<file path="src/verilog/msp_pkg.sv">
// Shared constants and types of the microprogram sequencer and pipeline.
// Assumes one clock domain; all users import the whole package.
package msp_pkg;

    // Widths of the micro address, microword and stack
    localparam int UADDR_W = 12;
    localparam int UWORD_W = 64;
    localparam int STK_DEPTH = 4;
    localparam int DEPTH_W = 3;
    localparam int TEST_W = 8;
    localparam int TSEL_W = 3;
    localparam int VEC_W = 4;
    localparam int IVEC_W = 5;

    // Microword field positions (sequencer part)
    localparam int F_BR_LO = 0;       // Branch address field, bits 0 to 11
    localparam int F_BR_HI = 11;
    localparam int F_SRC_T = 12;      // Next-address source, first set (2 bits)
    localparam int F_STK_T = 14;      // Stack operation, first set (2 bits)
    localparam int F_SRC_F = 16;      // Next-address source, second set
    localparam int F_STK_F = 18;      // Stack operation, second set
    localparam int F_COND_EN = 20;    // Condition enable
    localparam int F_TSEL = 21;       // Test object select (3 bits)
    localparam int F_TSEL_LD = 24;    // Load the test object select
    localparam int F_BSRC = 25;       // Branch address origin (2 bits)
    localparam int F_VSEL = 27;       // Vector selector source (2 bits)

    // Fixed upper part of an interrupt service vector
    localparam logic [UADDR_W-IVEC_W-1:0] INT_FIXED_CODE = 7'h7C;

    // Reset values
    localparam logic [UADDR_W-1:0] UADDR_RST = 12'h000;
    localparam logic [UWORD_W-1:0] NOP_WORD = 64'h0000_0000_0000_0000;
    localparam logic [31:0] CTRL_RST = 32'h0000_0002;

    // APB register offsets (byte addresses) and control fields
    localparam logic [11:0] OFS_CTRL = 12'h000;
    localparam logic [11:0] OFS_STATUS = 12'h004;
    localparam logic [11:0] OFS_STK_TOP = 12'h008;
    localparam int CTRL_HALT = 0;
    localparam int CTRL_INT_EN = 1;
    localparam int ST_DEPTH_LO = 12;
    localparam int ST_TSEL_LO = 16;
    localparam int ST_INT_TAKEN = 20;

    // Next-address source
    typedef enum logic [1:0] {
        SRC_NEXT = 2'b00,
        SRC_JUMP = 2'b01,
        SRC_RETURN = 2'b10,
        SRC_REPEAT = 2'b11
    } msp_src_e;

    // Return stack operation
    typedef enum logic [1:0] {
        STK_HOLD = 2'b00,
        STK_POP = 2'b01,
        STK_PUSH = 2'b10,
        STK_LOAD = 2'b11
    } msp_stk_e;

    // Origin of a jump address
    typedef enum logic [1:0] {
        BSRC_WORD = 2'b00,
        BSRC_MAP = 2'b01,
        BSRC_VECTOR = 2'b10,
        BSRC_RSVD = 2'b11
    } msp_bsrc_e;

    // Vector selector sources
    typedef enum logic [1:0] {
        VSEL_MODE = 2'b00,
        VSEL_VARIANT = 2'b01,
        VSEL_FIRST_SRC = 2'b10,
        VSEL_AUTOLOAD = 2'b11
    } msp_vsel_e;

endpackage

</file>
<file path="src/verilog/msp_sequencer.sv">
// Microprogram sequencer with pipeline register and an APB control port.
// Assumes a control store that answers within one clock period.
//
// Functional notes
// - Next address: repeat, return, next, or jump
// - Return stack holds four link addresses
// - Stack does hold, pop, push or load
// - Return selects stack; pop comes from the stack field
// - Sequencer bits: control, branch, conditional fields
// - Without condition, control field alone decides
// - Direct jump uses microword bits 0-11
// - Condition picks first or second select set
// - Test object chosen by earlier microinstruction
// - Interrupt jump disables map and vector
// - Vector jump: eight word bits, four vector
// - Vector selector has four sources
// - Interrupt taken only at map jump
// - Pipeline and address load same edge
// - Both load on rising clock edge
// - Fetch next word while current executes
// - Address register, stack, incrementer each cycle
`timescale 1ns/1ps
`default_nettype none
module msp_sequencer import msp_pkg::*; (
    // Clock, reset and enable
    input wire logic CLK_I,
    input wire logic RST_B_I,
    input wire logic CE_I,
    // Control store
    input wire logic [UWORD_W-1:0] CSTORE_DATA_I,
    output logic [UADDR_W-1:0] UADDR_O,
    output logic [UWORD_W-1:0] PIPE_O,
    // Branch sources and conditions
    input wire logic [UADDR_W-1:0] MAP_ADDR_I,
    input wire logic [15:0] INSTR_WORD_I,
    input wire logic [VEC_W-1:0] FIRST_SRC_I,
    input wire logic [VEC_W-1:0] AUTOLOAD_I,
    input wire logic [TEST_W-1:0] TEST_OBJ_I,
    input wire logic INT_PENDING_I,
    input wire logic [IVEC_W-1:0] INT_VECTOR_I,
    output logic INT_ACK_O,
    // APB slave
    input wire logic PSEL_I,
    input wire logic PENABLE_I,
    input wire logic PWRITE_I,
    input wire logic [11:0] PADDR_I,
    input wire logic [31:0] PWDATA_I,
    output logic [31:0] PRDATA_O,
    output logic PREADY_O,
    output logic PSLVERR_O
);
    logic [UADDR_W-1:0] uaddr_ff;
    logic [UWORD_W-1:0] pipe_ff;
    logic [TSEL_W-1:0] tsel_ff;
    logic halt_ff;
    logic int_en_ff;
    logic int_ack_ff;
    logic int_taken_ff;
    logic pready_ff;
    logic pslverr_ff;
    logic [31:0] prdata_ff;
    logic adv;
    logic cond_true;
    logic [UADDR_W-1:0] uaddr_inc;
    logic [UADDR_W-1:0] nxt_uaddr;
    logic [UADDR_W-1:0] jump_addr;
    logic int_take;
    msp_src_e src;
    msp_stk_e stk_op;
    msp_bsrc_e bsrc;
    logic [UADDR_W-1:0] stk_top;
    logic [DEPTH_W-1:0] stk_depth;
    logic [VEC_W-1:0] vec;
    logic apb_access;
    logic apb_wr;

    // Known register offsets
    function automatic logic f_mapped(input logic [11:0] addr);
        f_mapped = (addr == OFS_CTRL) || (addr == OFS_STATUS) || (addr == OFS_STK_TOP);
    endfunction

    // Sequencer steps only when enabled and not halted by software
    assign adv = CE_I && !halt_ff;

    // Incrementer on the current micro address
    assign uaddr_inc = UADDR_W'(uaddr_ff + 1'b1);

    // Test object chosen by the select latched from an earlier word
    assign cond_true = TEST_OBJ_I[tsel_ff];

    // Pick the select set: the first one unless a false condition asks otherwise
    always_comb begin
        if (CSTORE_DATA_I[F_COND_EN] && !cond_true) begin
            src = msp_src_e'(CSTORE_DATA_I[F_SRC_F +: 2]);
            stk_op = msp_stk_e'(CSTORE_DATA_I[F_STK_F +: 2]);
        end else begin
            src = msp_src_e'(CSTORE_DATA_I[F_SRC_T +: 2]);
            stk_op = msp_stk_e'(CSTORE_DATA_I[F_STK_T +: 2]);
        end
    end

    // Branch address origin field of the microword
    assign bsrc = msp_bsrc_e'(CSTORE_DATA_I[F_BSRC +: 2]);

    // Interrupts break in only at a mapping jump
    assign int_take = (src == SRC_JUMP) && (bsrc == BSRC_MAP) && INT_PENDING_I
        && int_en_ff;

    // Vector selector for the low part of a vectored jump
    msp_vector_sel u_vsel (
        .sel_i(msp_vsel_e'(CSTORE_DATA_I[F_VSEL +: 2])),
        .instr_word_i(INSTR_WORD_I),
        .first_src_i(FIRST_SRC_I),
        .autoload_i(AUTOLOAD_I),
        .vec_o(vec)
    );

    // Jump address origin; map excludes vector, interrupt excludes both
    always_comb begin
        if (int_take) begin
            jump_addr = {INT_FIXED_CODE, INT_VECTOR_I};
        end else begin
            unique case (bsrc)
                BSRC_MAP: jump_addr = MAP_ADDR_I;
                BSRC_VECTOR: jump_addr = {CSTORE_DATA_I[F_BR_HI -: 8], vec};
                BSRC_WORD: jump_addr = CSTORE_DATA_I[F_BR_HI:F_BR_LO];
                BSRC_RSVD: jump_addr = CSTORE_DATA_I[F_BR_HI:F_BR_LO];
            endcase
        end
    end

    // Micro address register input multiplexer
    always_comb begin
        unique case (src)
            SRC_NEXT: nxt_uaddr = uaddr_inc;
            SRC_JUMP: nxt_uaddr = jump_addr;
            SRC_RETURN: nxt_uaddr = stk_top;
            SRC_REPEAT: nxt_uaddr = uaddr_ff;
        endcase
    end

    // Return stack; push and load store the address after the current one
    msp_ret_stack u_stack (
        .clk_i(CLK_I),
        .rst_b_i(RST_B_I),
        .en_i(adv),
        .op_i(stk_op),
        .data_i(uaddr_inc),
        .top_o(stk_top),
        .depth_o(stk_depth)
    );

    // Micro address and pipeline load on the same rising edge
    always_ff @(posedge CLK_I or negedge RST_B_I) begin
        if (!RST_B_I) begin
            uaddr_ff <= UADDR_RST;
            pipe_ff <= NOP_WORD;
        end else if (adv) begin
            uaddr_ff <= nxt_uaddr;
            pipe_ff <= CSTORE_DATA_I;
        end
    end

    // Test object select latched for a later testing word
    always_ff @(posedge CLK_I or negedge RST_B_I) begin
        if (!RST_B_I) begin
            tsel_ff <= '0;
        end else if (adv && CSTORE_DATA_I[F_TSEL_LD]) begin
            tsel_ff <= CSTORE_DATA_I[F_TSEL +: TSEL_W];
        end
    end

    // Interrupt acknowledge pulse and sticky taken flag; the event wins
    always_ff @(posedge CLK_I or negedge RST_B_I) begin
        if (!RST_B_I) begin
            int_ack_ff <= 1'b0;
            int_taken_ff <= 1'b0;
        end else if (CE_I) begin
            int_ack_ff <= adv && int_take;
            if (adv && int_take) begin
                int_taken_ff <= 1'b1;
            end else if (apb_wr && PADDR_I == OFS_STATUS && PWDATA_I[ST_INT_TAKEN]) begin
                int_taken_ff <= 1'b0;
            end
        end
    end

    // APB: one wait state, then the answer
    assign apb_access = PSEL_I && PENABLE_I && !pready_ff;
    assign apb_wr = PSEL_I && PENABLE_I && PWRITE_I && pready_ff && f_mapped(PADDR_I);

    // APB handshake and read data
    always_ff @(posedge CLK_I or negedge RST_B_I) begin
        if (!RST_B_I) begin
            pready_ff <= 1'b0;
            pslverr_ff <= 1'b0;
            prdata_ff <= '0;
        end else if (CE_I) begin
            pready_ff <= apb_access;
            pslverr_ff <= apb_access && !f_mapped(PADDR_I);
            prdata_ff <= '0;
            if (apb_access && !PWRITE_I) begin
                unique case (PADDR_I)
                    OFS_CTRL: prdata_ff <= {30'h0, int_en_ff, halt_ff};
                    OFS_STATUS: prdata_ff <= {11'h0, int_taken_ff, 1'b0, tsel_ff,
                        1'b0, stk_depth, uaddr_ff};
                    OFS_STK_TOP: prdata_ff <= {20'h0, stk_top};
                    default: prdata_ff <= '0;
                endcase
            end
        end
    end

    // Control register: halt and interrupt enable
    always_ff @(posedge CLK_I or negedge RST_B_I) begin
        if (!RST_B_I) begin
            halt_ff <= CTRL_RST[CTRL_HALT];
            int_en_ff <= CTRL_RST[CTRL_INT_EN];
        end else if (CE_I && apb_wr && PADDR_I == OFS_CTRL) begin
            halt_ff <= PWDATA_I[CTRL_HALT];
            int_en_ff <= PWDATA_I[CTRL_INT_EN];
        end
    end

    // Outputs straight from flip-flops
    assign UADDR_O = uaddr_ff;
    assign PIPE_O = pipe_ff;
    assign INT_ACK_O = int_ack_ff;
    assign PRDATA_O = prdata_ff;
    assign PREADY_O = pready_ff;
    assign PSLVERR_O = pslverr_ff;
endmodule
`default_nettype wire

</file>
<file path="src/verilog/msp_ret_stack.sv">
// Four-entry push/pop return stack for micro subroutine linkage.
// Assumes the caller gives one operation per enabled clock edge.
`timescale 1ns/1ps
`default_nettype none
module msp_ret_stack import msp_pkg::*; (
    // Clock and reset
    input wire logic clk_i,
    input wire logic rst_b_i,
    input wire logic en_i,
    // Operation
    input wire msp_stk_e op_i,
    input wire logic [UADDR_W-1:0] data_i,
    // State
    output logic [UADDR_W-1:0] top_o,
    output logic [DEPTH_W-1:0] depth_o
);
    logic [UADDR_W-1:0] stk_ff [0:STK_DEPTH-1];
    logic [DEPTH_W-1:0] depth_ff;

    // Entries shift down on push and up on pop; entry 0 is the top
    for (genvar gi = 0; gi < STK_DEPTH; gi++) begin : g_ent
        logic [UADDR_W-1:0] above;
        logic [UADDR_W-1:0] below;
        if (gi == 0) begin : g_top
            assign above = data_i;
        end else begin : g_mid
            assign above = stk_ff[gi-1];
        end
        if (gi == STK_DEPTH-1) begin : g_bot
            assign below = stk_ff[gi];
        end else begin : g_up
            assign below = stk_ff[gi+1];
        end
        always_ff @(posedge clk_i or negedge rst_b_i) begin
            if (!rst_b_i) begin
                stk_ff[gi] <= '0;
            end else if (en_i) begin
                unique case (op_i)
                    STK_HOLD: ;
                    STK_POP: stk_ff[gi] <= below;
                    STK_PUSH: stk_ff[gi] <= above;
                    STK_LOAD: if (gi == 0) stk_ff[gi] <= data_i;
                endcase
            end
        end
    end

    // Fill level: saturates when full, stays empty on an empty pop
    always_ff @(posedge clk_i or negedge rst_b_i) begin
        if (!rst_b_i) begin
            depth_ff <= '0;
        end else if (en_i) begin
            unique case (op_i)
                STK_HOLD: ;
                STK_POP: if (depth_ff != '0) depth_ff <= DEPTH_W'(depth_ff - 1'b1);
                STK_PUSH: if (depth_ff != DEPTH_W'(STK_DEPTH)) depth_ff <= DEPTH_W'(depth_ff + 1'b1);
                STK_LOAD: if (depth_ff == '0) depth_ff <= DEPTH_W'(1);
            endcase
        end
    end

    assign top_o = stk_ff[0];
    assign depth_o = depth_ff;
endmodule
`default_nettype wire

</file>
<file path="src/verilog/msp_vector_sel.sv">
// Vector selector: four-bit low part of a vectored jump address.
// Assumes its inputs are stable for the cycle in which they are used.
`timescale 1ns/1ps
`default_nettype none
module msp_vector_sel import msp_pkg::*; (
    // Selection from the microword
    input wire msp_vsel_e sel_i,
    // Sources
    input wire logic [15:0] instr_word_i,
    input wire logic [VEC_W-1:0] first_src_i,
    input wire logic [VEC_W-1:0] autoload_i,
    // Vector
    output logic [VEC_W-1:0] vec_o
);
    // One of four sources under microprogram control
    always_comb begin
        unique case (sel_i)
            VSEL_MODE: vec_o = {1'b0, instr_word_i[10:8]};
            VSEL_VARIANT: vec_o = instr_word_i[3:0];
            VSEL_FIRST_SRC: vec_o = first_src_i;
            VSEL_AUTOLOAD: vec_o = autoload_i;
        endcase
    end
endmodule
`default_nettype wire

</file>
<file path="config.mk">
export PLATFORM = sky130hd
export DESIGN_NAME = msp_sequencer
export DESIGN_NICKNAME = d
export VERILOG_FILES = /design/src/verilog/msp_pkg.sv /design/src/verilog/msp_sequencer.sv /design/src/verilog/msp_ret_stack.sv /design/src/verilog/msp_vector_sel.sv
export SDC_FILE = /design/constraint.sdc
export NUM_CORES = 1
export LEC_CHECK = 0
export BUFFER_PORTS_ARGS = -buffer_cell sky130_fd_sc_hd__buf_2
export CORE_MARGIN = 3
export CORE_UTILIZATION = 30
export DETAILED_ROUTE_END_ITERATION = 10
export PLACE_DENSITY = 0.59
export SETUP_SLACK_MARGIN = 0.02
export SLEW_MARGIN = 20
export SYNTH_ARGS = -nofsm -noshare
export SYNTH_HDL_FRONTEND = slang
export SYNTH_SLANG_ARGS = --single-unit
</file>
<file path="constraint.sdc">
create_clock -name CLK_I -period 4.3 [get_ports CLK_I]
set_clock_uncertainty 0.15 [all_clocks]
set_input_delay 0.43 -clock CLK_I [delete_from_list [all_inputs] [get_ports CLK_I]]
set_output_delay 0.43 -clock CLK_I [all_outputs]
set_load 0.01 [all_outputs]
</file>
# Word level (Yosys, flattened, before mapping)
# Index checks and enable logic that the tools add are counted.
# word_totals
regBits,168
in_bits,164
out_inout_bits,111
# op_classes
addsub,3
order_cmp,1
eq_ne,18
muxes,19
n_bitwise,1
n_reduce_logical,43
# ops
operator,count
12-bit one-hot mux with 2 select lines,3
12-bit one-hot mux with 3 select lines,2
21-bit one-hot mux with 3 select lines,1
21-bit 2-to-1 mux,1
1-bit logical AND,18
"2-bit equality test, second input constant",8
4-bit one-hot mux with 4 select lines,1
"12-bit by 1-bit adder with 12-bit output, second input constant",1
"12-bit by 3-bit equality test with 1-bit output, second input constant",1
"12-bit by 4-bit equality test with 1-bit output, second input constant",1
12-bit logical NOT,1
12-bit 2-to-1 mux,1
2-bit AND reduction,5
3-bit 2-to-1 mux,3
3-bit one-hot mux with 3 select lines,1
"2-bit by 1-bit equality test with 1-bit output, second input constant",4
2-bit logical NOT,3
"2-bit by 1-bit != test with 1-bit output, second input constant",3
2-bit nonzero test,3
3-bit nonzero test,2
1-bit logical NOT,5
5-bit AND reduction,1
"3-bit by 4-bit < comparator with 1-bit output, second input constant",1
2-bit 2-to-1 mux,2
9 further kinds,13

# Logic depth before layout (Yosys ltp)
# Gate-level depths: netlist of the first run.
# depth
depth_word,12
mapped_depth,15

# By module
# Synthesis of the first run repeated with hierarchy kept, for this count alone.
# unflattened
cells_unflattened,661
area_unflattened_um2,7707.4
# by_module_without_submodules
module,instances,cells_each,area_per_inst_um2,seq_area_each_um2
msp_sequencer,1,437,5178.7,2603.7
msp_ret_stack,1,218,2426.1,1276.2
msp_vector_sel,1,6,102.6,0.0

# Worst setup path after synthesis of the first run
# Ideal clock, no wire load.
# synth_path
path_kind,register to register
start,register tsel_ff[2]
end,"register u_stack.stk_ff, in the netlist u_stack.g_ent[0].below[10]"
arrival_ns,3.052
t_required_ns,4.015
slack_ns,0.963
path_stages_with_launch,12
n_path_buf,3
synth_period_minus_slack_ns,3.337
path_cell_list,dfrtp_1 -> buf_6 -> mux2i_1 -> and3_4 -> o41ai_4 -> mux2_2 -> inv_1 -> ha_1 -> clkbuf_1 -> buf_1 -> mux2i_1 -> o21ai_0
# synth_via
elab_chain_len,8
# synth_rtl
element,line_no,text
from (decl),msp_sequencer.sv:54,logic [TSEL_W-1:0] tsel_ff;
from (signal assigned),msp_sequencer.sv:169,tsel_ff <= CSTORE_DATA_I[F_TSEL +: TSEL_W];
1-bit binary-select mux with 3-bit select *,msp_sequencer.sv:89,assign cond_true = TEST_OBJ_I[tsel_ff];
1-bit 2-to-1 mux (not written as such) *,msp_sequencer.sv:89,
1-bit logical NOT *,msp_sequencer.sv:93,if (CSTORE_DATA_I[F_COND_EN] && !cond_true) begin
1-bit logical AND *,msp_sequencer.sv:93,
2-bit 2-to-1 mux *,msp_sequencer.sv:93,
2-bit by 1-bit equality test with 1-bit output or 2-bit equality test (tied branches),msp_ret_stack.sv:38,unique case (op_i)
2-bit nonzero test (no source line),--,
2-bit AND reduction (no source line),--,
"to (signal, indexed assignment)",msp_ret_stack.sv:40,STK_POP: stk_ff[gi] <= below;
"to (signal, indexed assignment)",msp_ret_stack.sv:41,STK_PUSH: stk_ff[gi] <= above;
"to (signal, indexed assignment)",msp_ret_stack.sv:42,STK_LOAD: if (gi == 0) stk_ff[gi] <= data_i;
to (decl),msp_ret_stack.sv:17,logic [UADDR_W-1:0] stk_ff [0:STK_DEPTH-1];
# Every way passes the cells marked *; elsewhere a longest branch is shown, timed or not. The select of a mux whose other input is x is not followed.
# A chain may end at the register's enable or synchronous reset.

# Worst setup path in the final report of the first run
# layout_path
start,register tsel_ff[2]
end,register uaddr_ff[8] (netlist: UADDR_O[8])
# layout_via
elab_chain_len,11
# layout_rtl
element,line_no,text
1-bit binary-select mux with 3-bit select *,msp_sequencer.sv:89,
1-bit 2-to-1 mux (not written as such) *,msp_sequencer.sv:89,
1-bit logical NOT *,msp_sequencer.sv:93,
1-bit logical AND *,msp_sequencer.sv:93,
2-bit 2-to-1 mux *,msp_sequencer.sv:93,
2-bit by 1-bit equality test with 1-bit output,"msp_sequencer.sv:106, msp_sequencer.sv:134",
1-bit logical AND (2 in series),msp_sequencer.sv:106,assign int_take = (src == SRC_JUMP) && (bsrc == BSRC_MAP) && INT_PENDING_I
1-bit logical AND,msp_sequencer.sv:107,&& int_en_ff;
12-bit 2-to-1 mux,msp_sequencer.sv:120,if (int_take) begin
12-bit one-hot mux with 3 select lines,msp_sequencer.sv:134,unique case (src)
to (signal assigned),msp_sequencer.sv:159,uaddr_ff <= nxt_uaddr;
to (decl),msp_sequencer.sv:52,logic [UADDR_W-1:0] uaddr_ff;
# Marked as above.

==> flow_metrics.py, run 1 <==
metrics = {
    "place": {
        "routabilityCongestion": 0.873,
        "placed_area_um2": 8890,
        "io_buffers": 223,
        "dp.final_hpwl_um": 17500,
    },
    "drt": {
        "post_drt_wl_per_cell_um": 18.0,
        "vias": 6343,
        "initialDrtViolationCount": 526,
        "firstDrtPassIters": 4,
        "drc": 0,
        "routed_wl_um": 23600,
        "viasPerCell": 4.85,
        "ant_nets": 0,
    },
    "global_routing": {
        "grt_pass1_wl_um": 35200,
        "grt_pass1_vias": 5984,
        "antenna_found_initial": 1,
        "track_usage_pct": 17.1,
        "grt_max_degree": 90,
        "overflow": 0,
    },
    "layout": {
        "n_fill_cell": 2443,
        "regArea_um2": 3880,
        "area_growth_pct": 26.1,
        "finalNetCount": 1147,
        "design_area_um2": 9480,
        "multi_input_area_um2": 3350,
        "drive_above_1_share_pct": 32.4,
    },
    "worst_setup_path": {
        "crit_required_ns": 4.47,
        "cp.arrival_ns": 3.96,
        "slowest_delay_ns": 0.71,
        "critPathBufInv": 3,
        "rr_startpoint": "tsel_ff[2]",
        "path_delay_family": "compound AO/OA/AOI/OAI gates",
        "r2r_slack_ns": 0.50,
        "crit_slowest_cell": "o41ai_4",
        "cp-end-kind": "flop",
        "critical_path_class": "flop to flop",
        "cp-start-kind": "flop",
        "rr_worst_depth": 13,
        "path_cells": "mux2i_1, and3_4, o41ai_4, mux2i_1, inv_1, ha_1, inv_1, nor2_1, buf_4, a221o_1, a221oi_1, a211oi_1, a21o_1",
        "crit_fanout": 11,
        "r2r_end": "UADDR_O[8]",
    },
    "timing": {
        "hold_ws_ns": 0.0391,
        "slew_viol_final": 0,
        "finalSetupTns_ns": 0,
        "worst_pin_slew_ns": 0.872,
        "timing.slew.headroom_pct": 41.8,
        "min_period_ns": 3.80,
        "fmax_mhz": 263,
        "setup_viol": 0,
        "finalHoldViolations": 0,
        "rsz0062_at_grt": "false",
        "timing.final.crit_share_pct": 88.3,
    },
    "run_status": {
        "status": "completed",
    },
    "pwr": {
        "peakVddDrop_mv": 0.292,
        "pwr_density_cell_nw_per_um2": 490,
        "p_leak_nw": 4.76,
    },
    "clocking": {
        "clk_latency_ns": 0.42,
        "clkSlewWorstSetupHoldPaths_ns": 0.07,
        "ctsLongestPathBuffers": 2,
        "cts.repair.resized": 0,
        "cts_tree": "yes",
        "root_buffer": "clkbuf_16",
        "cts.htree.levels": 4,
        "cts_sinks": 155,
        "cts_buffers": 17,
    },
    "synthesis": {
        "ys_types": 64,
        "async_flop_share_pct": 100,
        "synth.avg_cell_area_um2": 9.85,
        "synth_top_cell_area_share_pct": 51.2,
        "yosys-top-cells-count": "246 x nand2_1, 154 x dfrtp_1, 41 x o21ai_0, 39 x clkbuf_1, 30 x mux2i_1",
        "ys.flop_type": "dfrtp_1",
        "post-synth-top-count-cell": "nand2_1",
        "syn_inst": 764,
        "yosysWarnings": 0,
        "synth_area_um2": 7520,
        "ys_seq_elements": 155,
        "ys_top_cells_by_area": "dfrtp_1 51%, nand2_1 12%, mux2i_1 4.0%, mux2_2 3.1%, o21ai_0 2.7%",
        "yosysTopAreaCell": "dfrtp_1",
        "synth_edf_count": 0,
        "ys_seq_area_share_pct": 51.6,
    },
    "die": {
        "rows": 57,
        "die-area_um2": 27000,
        "io_pins": 275,
        "core_um2": 24500,
        "die_x_um": 164,
        "die_y_um": 164,
        "initial_core_util_pct": 30.8,
    },
    "worst_hold_path": {
        "worstHoldStart": "CSTORE_DATA_I[40]",
        "worstHoldEndpoint": "PIPE_O[40]",
        "min_path_type": "input port to flop",
        "whs_path_depth": 3,
    },
    "job": {
        "cap_viol_max_count": 0,
    },
}
report_power, final:
group | switching [mW] | internal, mW | total, mW
Combinational | 0.590 | 0.461 | 1.05
Clock | 0.680 | 0.822 | 1.50
Sequential | 0.353 | 1.75 | 2.10
cells in the final DEF (no fill, tap or decap), types with 4 or more instances in the layout:
| master | instances |
|---|---|
| buf_2 | 222 |
| o31ai_1 | 7 |
| mux2_2 | 21 |
| o211ai_2 | 6 |
| nand2_1 | 246 |
| conb_1 | 13 |
| clkbuf_16 | 17 |
| o211ai_1 | 4 |
| and3_1 | 4 |
| o21ai_0 | 41 |
| nand3_1 | 14 |
| ha_1 | 11 |
| a22oi_1 | 13 |
| nand3_2 | 7 |
| a221oi_1 | 11 |
| o2bb2ai_1 | 12 |
| a221o_1 | 6 |
| buf_4 | 11 |
| inv_1 | 12 |
| mux2i_1 | 30 |
| a21oi_1 | 12 |
| xnor2_1 | 8 |
| dfrtp_1 | 154 |
| nor2b_1 | 4 |
| nor2_1 | 16 |
| a22o_1 | 10 |
| inv_6 | 7 |
area by class of cell:
cell class,count,share of cell area (%)
repair buffers,235,12.8
well taps,324,4.27
flip-flops and latches,155,40.9
inverters,13,0.541
multi-input cells,549,35.3
clock inverters,15,1.62
clock buffers,17,4.49
diodes,1,0.0264
through the flow:
step,setup slack (ns),util (%),power (mW),cells
floorplan,0.963,-,2.70,776
global placement,0.635,36.4,3.14,1275
detailed placement,0.516,36.4,3.18,1275
CTS,0.505,38.8,4.69,1308
global route,0.277,38.8,4.91,1308
finish,0.503,38.8,4.65,1309
flip-flops by register name, indices dropped and copies added (netlist names), 3 cells and up:
| register | count |
|---|---|
| PIPE_O | 64 |
| PRDATA_O | 19 |
| UADDR_O | 12 |
| tsel_ff | 3 |
| u_stack.depth_o | 3 |
| u_stack.g_ent.below | 36 |
| u_stack.top_o | 12 |
what timing repair did:
item	in CTS	in global routing
setup buffers	0	0
endpoints found under the hold margin	51	0
hold buffers	1	0
worst max-delay path by stage:
stage | startpoint | end | slack (ns) | depth (start not counted)
5_1_grt | tsel_ff[2] | UADDR_O[8] | 0.28 | 13
2_1_floorplan | tsel_ff[2] | u_stack.g_ent[0].below[10] | 0.96 | 11
4_1_cts | tsel_ff[2] | UADDR_O[8] | 0.50 | 13
6_report | tsel_ff[2] | UADDR_O[8] | 0.50 | 13
3_5_place_dp | tsel_ff[2] | UADDR_O[8] | 0.52 | 13
3_3_place_gp | tsel_ff[2] | UADDR_O[8] | 0.64 | 13
worst min-delay path: stages:
cell and delay, ns:
buf_2 0.07, nand2_1 0.04, nand2_1 0.04
routing by layer:
| layer | GRT usage (%) | vias to the layer above | share of wire, % |
|---|---|---|---|
| met2 | 25.7 | 203 | 45 |
| met3 | 3.23 | 40 | 5.5 |
| met1 | 24.1 | 3073 | 46 |
| li1 | - | 3025 | - |
| met4 | 6.96 | 2 | 3.0 |
| met5 | 0 | - | 0.034 |
kinds of logic (layout without fill, tap and decap cells):
kind of cell | count (synthesis) | count (layout) | synth area share [%]
adders and majority gates | 12 | 12 | 2.10
DFF | 155 | 155 | 51.6
AOI/OAI and AO/OA | 141 | 141 | 13.9
xor gates and xnor gates | 11 | 11 | 1.28
muxes | 56 | 56 | 8.38
and+or+nand+nor | 316 | 316 | 18.1
other | 1 | 14 | 0.0499
buffers and inverters | 72 | 280 | 4.61
(Power assumes the default switching activity.)
==> inputs of run 2 (changes only) <==
--- a/config.mk
+++ b/config.mk
@@ -10,8 +10,8 @@
 export CORE_UTILIZATION = 30
 export DETAILED_ROUTE_END_ITERATION = 10
 export PLACE_DENSITY = 0.59
-export SETUP_SLACK_MARGIN = 0.02
 export SLEW_MARGIN = 20
 export SYNTH_ARGS = -nofsm -noshare
 export SYNTH_HDL_FRONTEND = slang
+export SYNTH_HIERARCHICAL = 1
 export SYNTH_SLANG_ARGS = --single-unit
==> run 2 against run 1 <==
Net effect: synthesized cell count fell by 13%; critical endpoint is now UADDR_O[9]; non-clock buffer count decreased by 3; highest routed layer is now met4; clock power is essentially flat; die area is 2.4% higher; utilization is 0.38 points lower; synthesized area increased by 2.5%; worst setup slack gained 0.094 ns; via count down 5.6%; sequential power rose by 4%; wire length down 8.7%.
==> flow_metrics.py, run 2 <==
metrics = {
    "clocking": {
        "cts_buffers": 17,
        "cts.repair.resized": 0,
        "clkSlewWorstSetupHoldPaths_ns": 0.07,
        "cts_tree": "yes",
        "root_buffer": "clkbuf_16",
        "cts_sinks": 155,
        "ctsLongestPathBuffers": 2,
        "clk_latency_ns": 0.42,
        "cts.htree.levels": 4,
    },
    "layout": {
        "largest_reg_flops": 64,
        "mostFrequentLayoutCells": "222 x buf_2, 154 x dfrtp_1, 82 x mux2_2",
        "fin_util_pct": 38.4,
        "area_growth_pct": 25.4,
        "drive_above_1_share_pct": 41.8,
        "n_fill_cell": 2458,
        "layout_commonest_cell": "buf_2",
        "finalNetCount": 1049,
        "diodes": 0,
    },
    "worst_setup_path": {
        "critical_path_class": "flop to flop",
        "crit_slowest_cell": "or3b_2",
        "crit_required_ns": 4.45,
        "critPathBufInv": 0,
        "crit_path_start": "tsel_ff[2]",
        "rr_startpoint": "tsel_ff[2]",
        "path_cells": "mux2i_1, mux4_2, nand2_1, mux2_2, ha_1, or3b_2, nand2_1, o221ai_1, a311o_1",
        "cp-start-kind": "flop",
        "cp-end-kind": "flop",
        "r2r_slack_ns": 0.60,
        "crit_fanout": 30,
        "slowest_delay_ns": 0.74,
        "path_delay_family": "simple AND/OR/NAND/NOR gates",
        "crit_top_cell": "nand2_1",
        "cp.arrival_ns": 3.86,
    },
    "die": {
        "core_um2": 25200,
        "initial_core_util_pct": 30.6,
        "die-area_um2": 27700,
        "die_x_um": 166,
        "die_y_um": 166,
        "rows": 58,
        "io_pins": 275,
    },
    "synthesis": {
        "syn_inst": 661,
        "yosys-top-cells-count": "154 x dfrtp_1, 82 x mux2_2, 48 x mux2i_1, 46 x nand2_1, 42 x a21oi_1",
        "synth.avg_cell_area_um2": 11.7,
        "async_flop_share_pct": 100,
        "ys_seq_area_share_pct": 50.3,
        "yosysTopAreaCell": "dfrtp_1",
        "ys_types": 69,
        "synth_top_family_by_area": "multiplexers",
        "synth_compound_area_share_pct": 12.7,
        "ys.flop_type": "dfrtp_1",
        "synth_edf_count": 0,
        "synth-simple-area-share_pct": 9.66,
        "synth_top_cell_area_share_pct": 50.0,
        "post-synth-top-count-cell": "dfrtp_1",
        "yosys.area_share.adder_pct": 1.95,
        "synth_xor_area_share_pct": 0.795,
        "ys_seq_elements": 155,
        "muxShareOfSynthArea_pct": 19.9,
        "yosysWarnings": 6,
        "synth_area_um2": 7710,
        "ys_top_cells_by_area": "dfrtp_1 50%, mux2_2 12%, mux2i_1 6.2%, a21oi_1 2.7%, nand2_1 2.2%",
    },
    "drt": {
        "initialDrtViolationCount": 362,
        "viasPerCell": 4.92,
        "post_drt_wl_per_cell_um": 17.7,
        "ant_nets": 0,
        "routed_wl_um": 21500,
        "drc": 0,
        "firstDrtPassIters": 5,
        "vias": 5988,
    },
    "pwr": {
        "p_leak_nw": 4.51,
        "pwr_density_cell_nw_per_um2": 504,
        "peakVddDrop_mv": 0.313,
    },
    "timing": {
        "slew_viol_final": 0,
        "finalSetupTns_ns": 0,
        "timing.slew.headroom_pct": 35.3,
        "finalHoldViolations": 0,
        "setup_viol": 0,
        "timing.final.crit_share_pct": 86.1,
        "rsz0062_at_grt": "false",
        "fmax_mhz": 270,
        "worst_pin_slew_ns": 0.970,
        "min_period_ns": 3.70,
    },
    "global_routing": {
        "overflow": 0,
        "track_usage_pct": 15.6,
        "grt_pass1_vias": 6209,
        "grt_max_degree": 98,
        "grt_pass1_wl_um": 34300,
        "antenna_found_initial": 0,
    },
    "run_status": {
        "status": "completed",
    },
    "worst_hold_path": {
        "worstHoldStart": "CSTORE_DATA_I[59]",
        "min_path_type": "input port to flop",
    },
    "job": {
        "cap_viol_max_count": 0,
    },
    "place": {
        "routabilityCongestion": 0.802,
        "dp.final_hpwl_um": 15900,
        "io_buffers": 223,
    },
}
==> run 2: changes by cell type in the layout (fill, tap and decap cells not counted), sizes merged, moves of 10 or more <==
cell / previous run / this run
a21oi: 12 / 43
a22oi: 13 / 3
mux2: 23 / 84
mux2i: 30 / 48
nand2: 247 / 46
nand3: 21 / 9
nor2: 18 / 33
o21ai: 44 / 29
o2bb2ai: 12 / 2
==> run 2: through the flow <==
stage	power [mW]	hold slack, ns	cells	setup WS, ns	cell area, µm²
after floorplan	2.93	-0.0156	673	0.928	7750
after global placement	3.38	0.307	1183	0.670	9080
after detailed placement	3.41	0.314	1183	0.605	9080
after CTS	4.90	0.0627	1216	0.603	9670
after global routing	5.18	0.0674	1216	0.433	9670
final	4.87	0.0809	1216	0.596	9670
==> run 2: area by class of cell <==
cell class	count	area, µm²	area share, %
clock inverters	15	154	1.59
flip-flops and latches	155	3880	40.1
repair buffers	232	1200	12.5
multi-input cells	448	3520	36.4
inverters	19	71.3	0.738
well taps	330	413	4.27
clock buffers	17	425	4.40
==> run 2: logic make-up (layout without fill, tap and decap cells) <==
group	after synthesis	count (layout)
AOI/OAI and AO/OA	140	140
other	1	13
and+or+nand+nor	140	140
adders and majority gates	12	12
DFF	155	155
muxes	136	136
buffers and inverters	70	283
xor gates and xnor gates	7	7
==> run 2: final timing paths <==
kind                                              to  depth (start not counted)
hold / removal                            PIPE_O[59]                          2
setup reg to reg                          UADDR_O[9]                          9
max in group asynchronous                 PIPE_O[13]                          3
min in group asynchronous  u_stack/g_ent[1].below[9]                          2
setup / recovery                          UADDR_O[9]                          9
hold reg to reg                           PIPE_O[24]                          2
==> run 2: where the power goes <==
part           leakage (nW)  switching [mW]  internal [mW]  total (mW)
clock network         0.282           0.666          0.821        1.49
registers              1.83           0.384           1.79        2.18
logic                  2.40           0.623          0.585        1.21
==> run 2: routing by layer <==
layer	share of wire, %	vias up	global-route usage [%]
met4	1.4	0	4.12
met5	0	-	0
met2	48	201	25.5
met3	7.3	20	4.50
li1	-	2814	-
met1	44	2953	20.3
==> run 2: timing repair <==
item / in CTS / in global routing
setup buffers: 0 / 0
endpoints found under the setup margin: 0 / 0
hold buffers: 1 / 0
hold endpoints to repair: 19 / 0
==> inputs of run 3 (changes only) <==
--- a/config.mk
+++ b/config.mk
@@ -9,7 +9,7 @@
 export CORE_MARGIN = 3
 export CORE_UTILIZATION = 30
 export DETAILED_ROUTE_END_ITERATION = 10
-export PLACE_DENSITY = 0.59
+export PLACE_DENSITY = 0.61
 export SLEW_MARGIN = 20
 export SYNTH_ARGS = -nofsm -noshare
 export SYNTH_HDL_FRONTEND = slang
==> constraint.sdc (replaced) <==
create_clock -name CLK_I -period 3.4 [get_ports CLK_I]
set_clock_uncertainty 0.15 [all_clocks]
set_input_delay 0.34 -clock CLK_I [delete_from_list [all_inputs] [get_ports CLK_I]]
set_output_delay 0.34 -clock CLK_I [all_outputs]
set_load 0.01 [all_outputs]
==> run 3 against run 2 <==
Net effect: cell area up 5.1%; maximum frequency grew 9.8%; wire length is 5.2% higher; sequential cell count stayed put; count of clock-buffer cells in the layout increased by 2; worst setup slack lost 0.57 ns; register-to-register slack got worse by 0.57 ns; worst hold slack worse by 0.069 ns; non-clock buffer count grew 54; power grew 26%; global-route usage up 0.61 points; critical path type unchanged.
==> flow_metrics.py, run 3 (synthesized netlist as in run 2, its figures left out) <==
metrics = {
    "run_status": {
        "status": "completed",
    },
    "clocking": {
        "cts_buffers": 17,
        "cts.htree.levels": 4,
        "ctsLongestPathBuffers": 2,
        "cts_tree": "yes",
        "clkSlewWorstSetupHoldPaths_ns": 0.07,
        "postCtsSetupBuffers": 0,
        "root_buffer": "clkbuf_16",
        "cts_sinks": 155,
        "clk_latency_ns": 0.42,
    },
    "die": {
        "core_um2": 25200,
        "die_y_um": 166,
        "initial_core_util_pct": 30.6,
        "io_pins": 275,
        "die_x_um": 166,
        "rows": 58,
        "die-area_um2": 27700,
    },
    "layout": {
        "diodes": 0,
        "regArea_um2": 3880,
        "multi_input_area_um2": 3520,
        "drive_above_1_share_pct": 40.7,
        "design_area_um2": 10200,
        "n_fill_cell": 2426,
        "layout_commonest_cell": "buf_2",
        "finalNetCount": 1103,
        "largest_reg_flops": 64,
        "mostFrequentLayoutCells": "222 x buf_2, 154 x dfrtp_1, 82 x mux2_2",
        "area_growth_pct": 31.8,
    },
    "pwr": {
        "net-switching-power_mw": 2.12,
        "power_frac_clock_pct": 29.2,
        "p_comb_share_pct": 26.2,
        "pwr_density_cell_nw_per_um2": 606,
        "switching_share_pct": 34.4,
        "peakVddDrop_mv": 0.305,
        "cell_internal_pwr_mw": 4.03,
        "p_leak_nw": 4.73,
        "total_power_mw": 6.15,
        "power_frac_seq_pct": 44.6,
    },
    "place": {
        "placed_area_um2": 9180,
        "io_buffers": 223,
        "routabilityCongestion": 0.850,
        "dp.final_hpwl_um": 16600,
    },
    "worst_setup_path": {
        "crit_required_ns": 3.55,
        "cp-start-kind": "flop",
        "cp-end-kind": "flop",
        "cp.arrival_ns": 3.53,
        "r2r_slack_ns": 0.03,
        "crit_fanout": 12,
        "critical_path_class": "flop to flop",
    },
    "timing": {
        "setup_viol": 0,
        "timing.slew.headroom_pct": 37.3,
        "fmax_mhz": 296,
        "timing.final.crit_share_pct": 99.2,
        "slew_viol_final": 0,
        "hold_ws_ns": 0.0114,
        "finalHoldViolations": 0,
        "min_period_ns": 3.37,
        "rsz0062_at_grt": "true",
        "finalSetupTns_ns": 0,
        "worst_pin_slew_ns": 0.939,
    },
    "drt": {
        "drc": 0,
        "vias": 6199,
        "ant_nets": 0,
        "initialDrtViolationCount": 449,
        "routed_wl_um": 22600,
        "viasPerCell": 4.88,
        "firstDrtPassIters": 4,
        "post_drt_wl_per_cell_um": 17.8,
    },
    "worst_hold_path": {
        "min_path_type": "input port to flop",
    },
    "global_routing": {
        "grt_max_degree": 83,
        "grt_pass1_vias": 6438,
        "grt_pass1_wl_um": 35400,
        "antenna_found_initial": 0,
        "track_usage_pct": 16.2,
        "overflow": 0,
    },
    "job": {
        "cap_viol_max_count": 0,
    },
}
-- run 3: cell types whose count changed in the layout (fill, tap and decap cells not counted), moves of 2 or more --
cell and delta:
dlygate4sd3_1 +41, buf_4 +12, clkbuf_8 +2, clkinv_4 +2, inv_6 -2, inv_8 -2
-- run 3: critical path: stages, from the launching register on --
cell and delay [ns]:
dfrtp_1 0.46, mux2i_1 0.14, mux4_2 0.51, nand2_2 0.16
buf_4 0.14, mux2_2 0.36, ha_1 0.24, nor2_2 0.72
mux2i_1 0.27, o21ai_0 0.09
-- run 3: final timing paths --
check | from | endpoint | depth (start not counted)
worst max-delay path | tsel_ff[2] | u_stack/top_o[9] | 9
worst min-delay path | CSTORE_DATA_I[18] | PIPE_O[18] | 2
worst max register to register | tsel_ff[2] | u_stack/top_o[9] | 9
worst min register to register | PIPE_O[24] | PIPE_O[24] | 2
max in group asynchronous | RST_B_I | PIPE_O[4] | 3
min in group asynchronous | RST_B_I | PRDATA_O[6] | 2
-- run 3: timing repair --
item	CTS	global route
endpoints found under the hold margin	121	0
resized for setup	1	3
hold buffers	42	0
endpoints found under the setup margin	17	20
-- run 3: per-stage QoR --
step | worst slack, ns | std cells | util [%]
after detailed placement | -0.0845 | 1196 | 36.4
after global routing | -0.152 | 1270 | 40.3
after global placement | 0.00665 | 1196 | 36.4
after floorplan | 0.0279 | 673 | -
after CTS | -0.0186 | 1270 | 40.3
final | 0.0261 | 1270 | 40.3
-- run 3: power by group through the flow --
stage | Sequential, mW | Clock (mW) | Combinational (mW)
finish | 2.74 | 1.80 | 1.61
global route | 2.81 | 1.91 | 1.80
CTS | 2.74 | 1.84 | 1.63
detailed placement | 2.77 | 0 | 1.58
global placement | 2.76 | 0 | 1.54
floorplan | 2.65 | 0 | 1.05
-- run 3: metal layers --
metal / track usage, % / routed length [µm]
met3: 4.69 / 1710
met1: 20.0 / 9370
met2: 27.1 / 11200
met4: 5.60 / 379
met5: 0 / 0
-- run 3: area by class of cell --
| class | instances | area share [%] |
|---|---|---|
| Tap cell | 330 | 4.06 |
| Inverter | 19 | 0.702 |
| Timing Repair Buffer | 286 | 16.9 |
| Clock buffer | 19 | 4.36 |
| Sequential cell | 155 | 38.2 |
| Clock inverter | 13 | 1.07 |
| Multi-Input combinational cell | 448 | 34.7 |
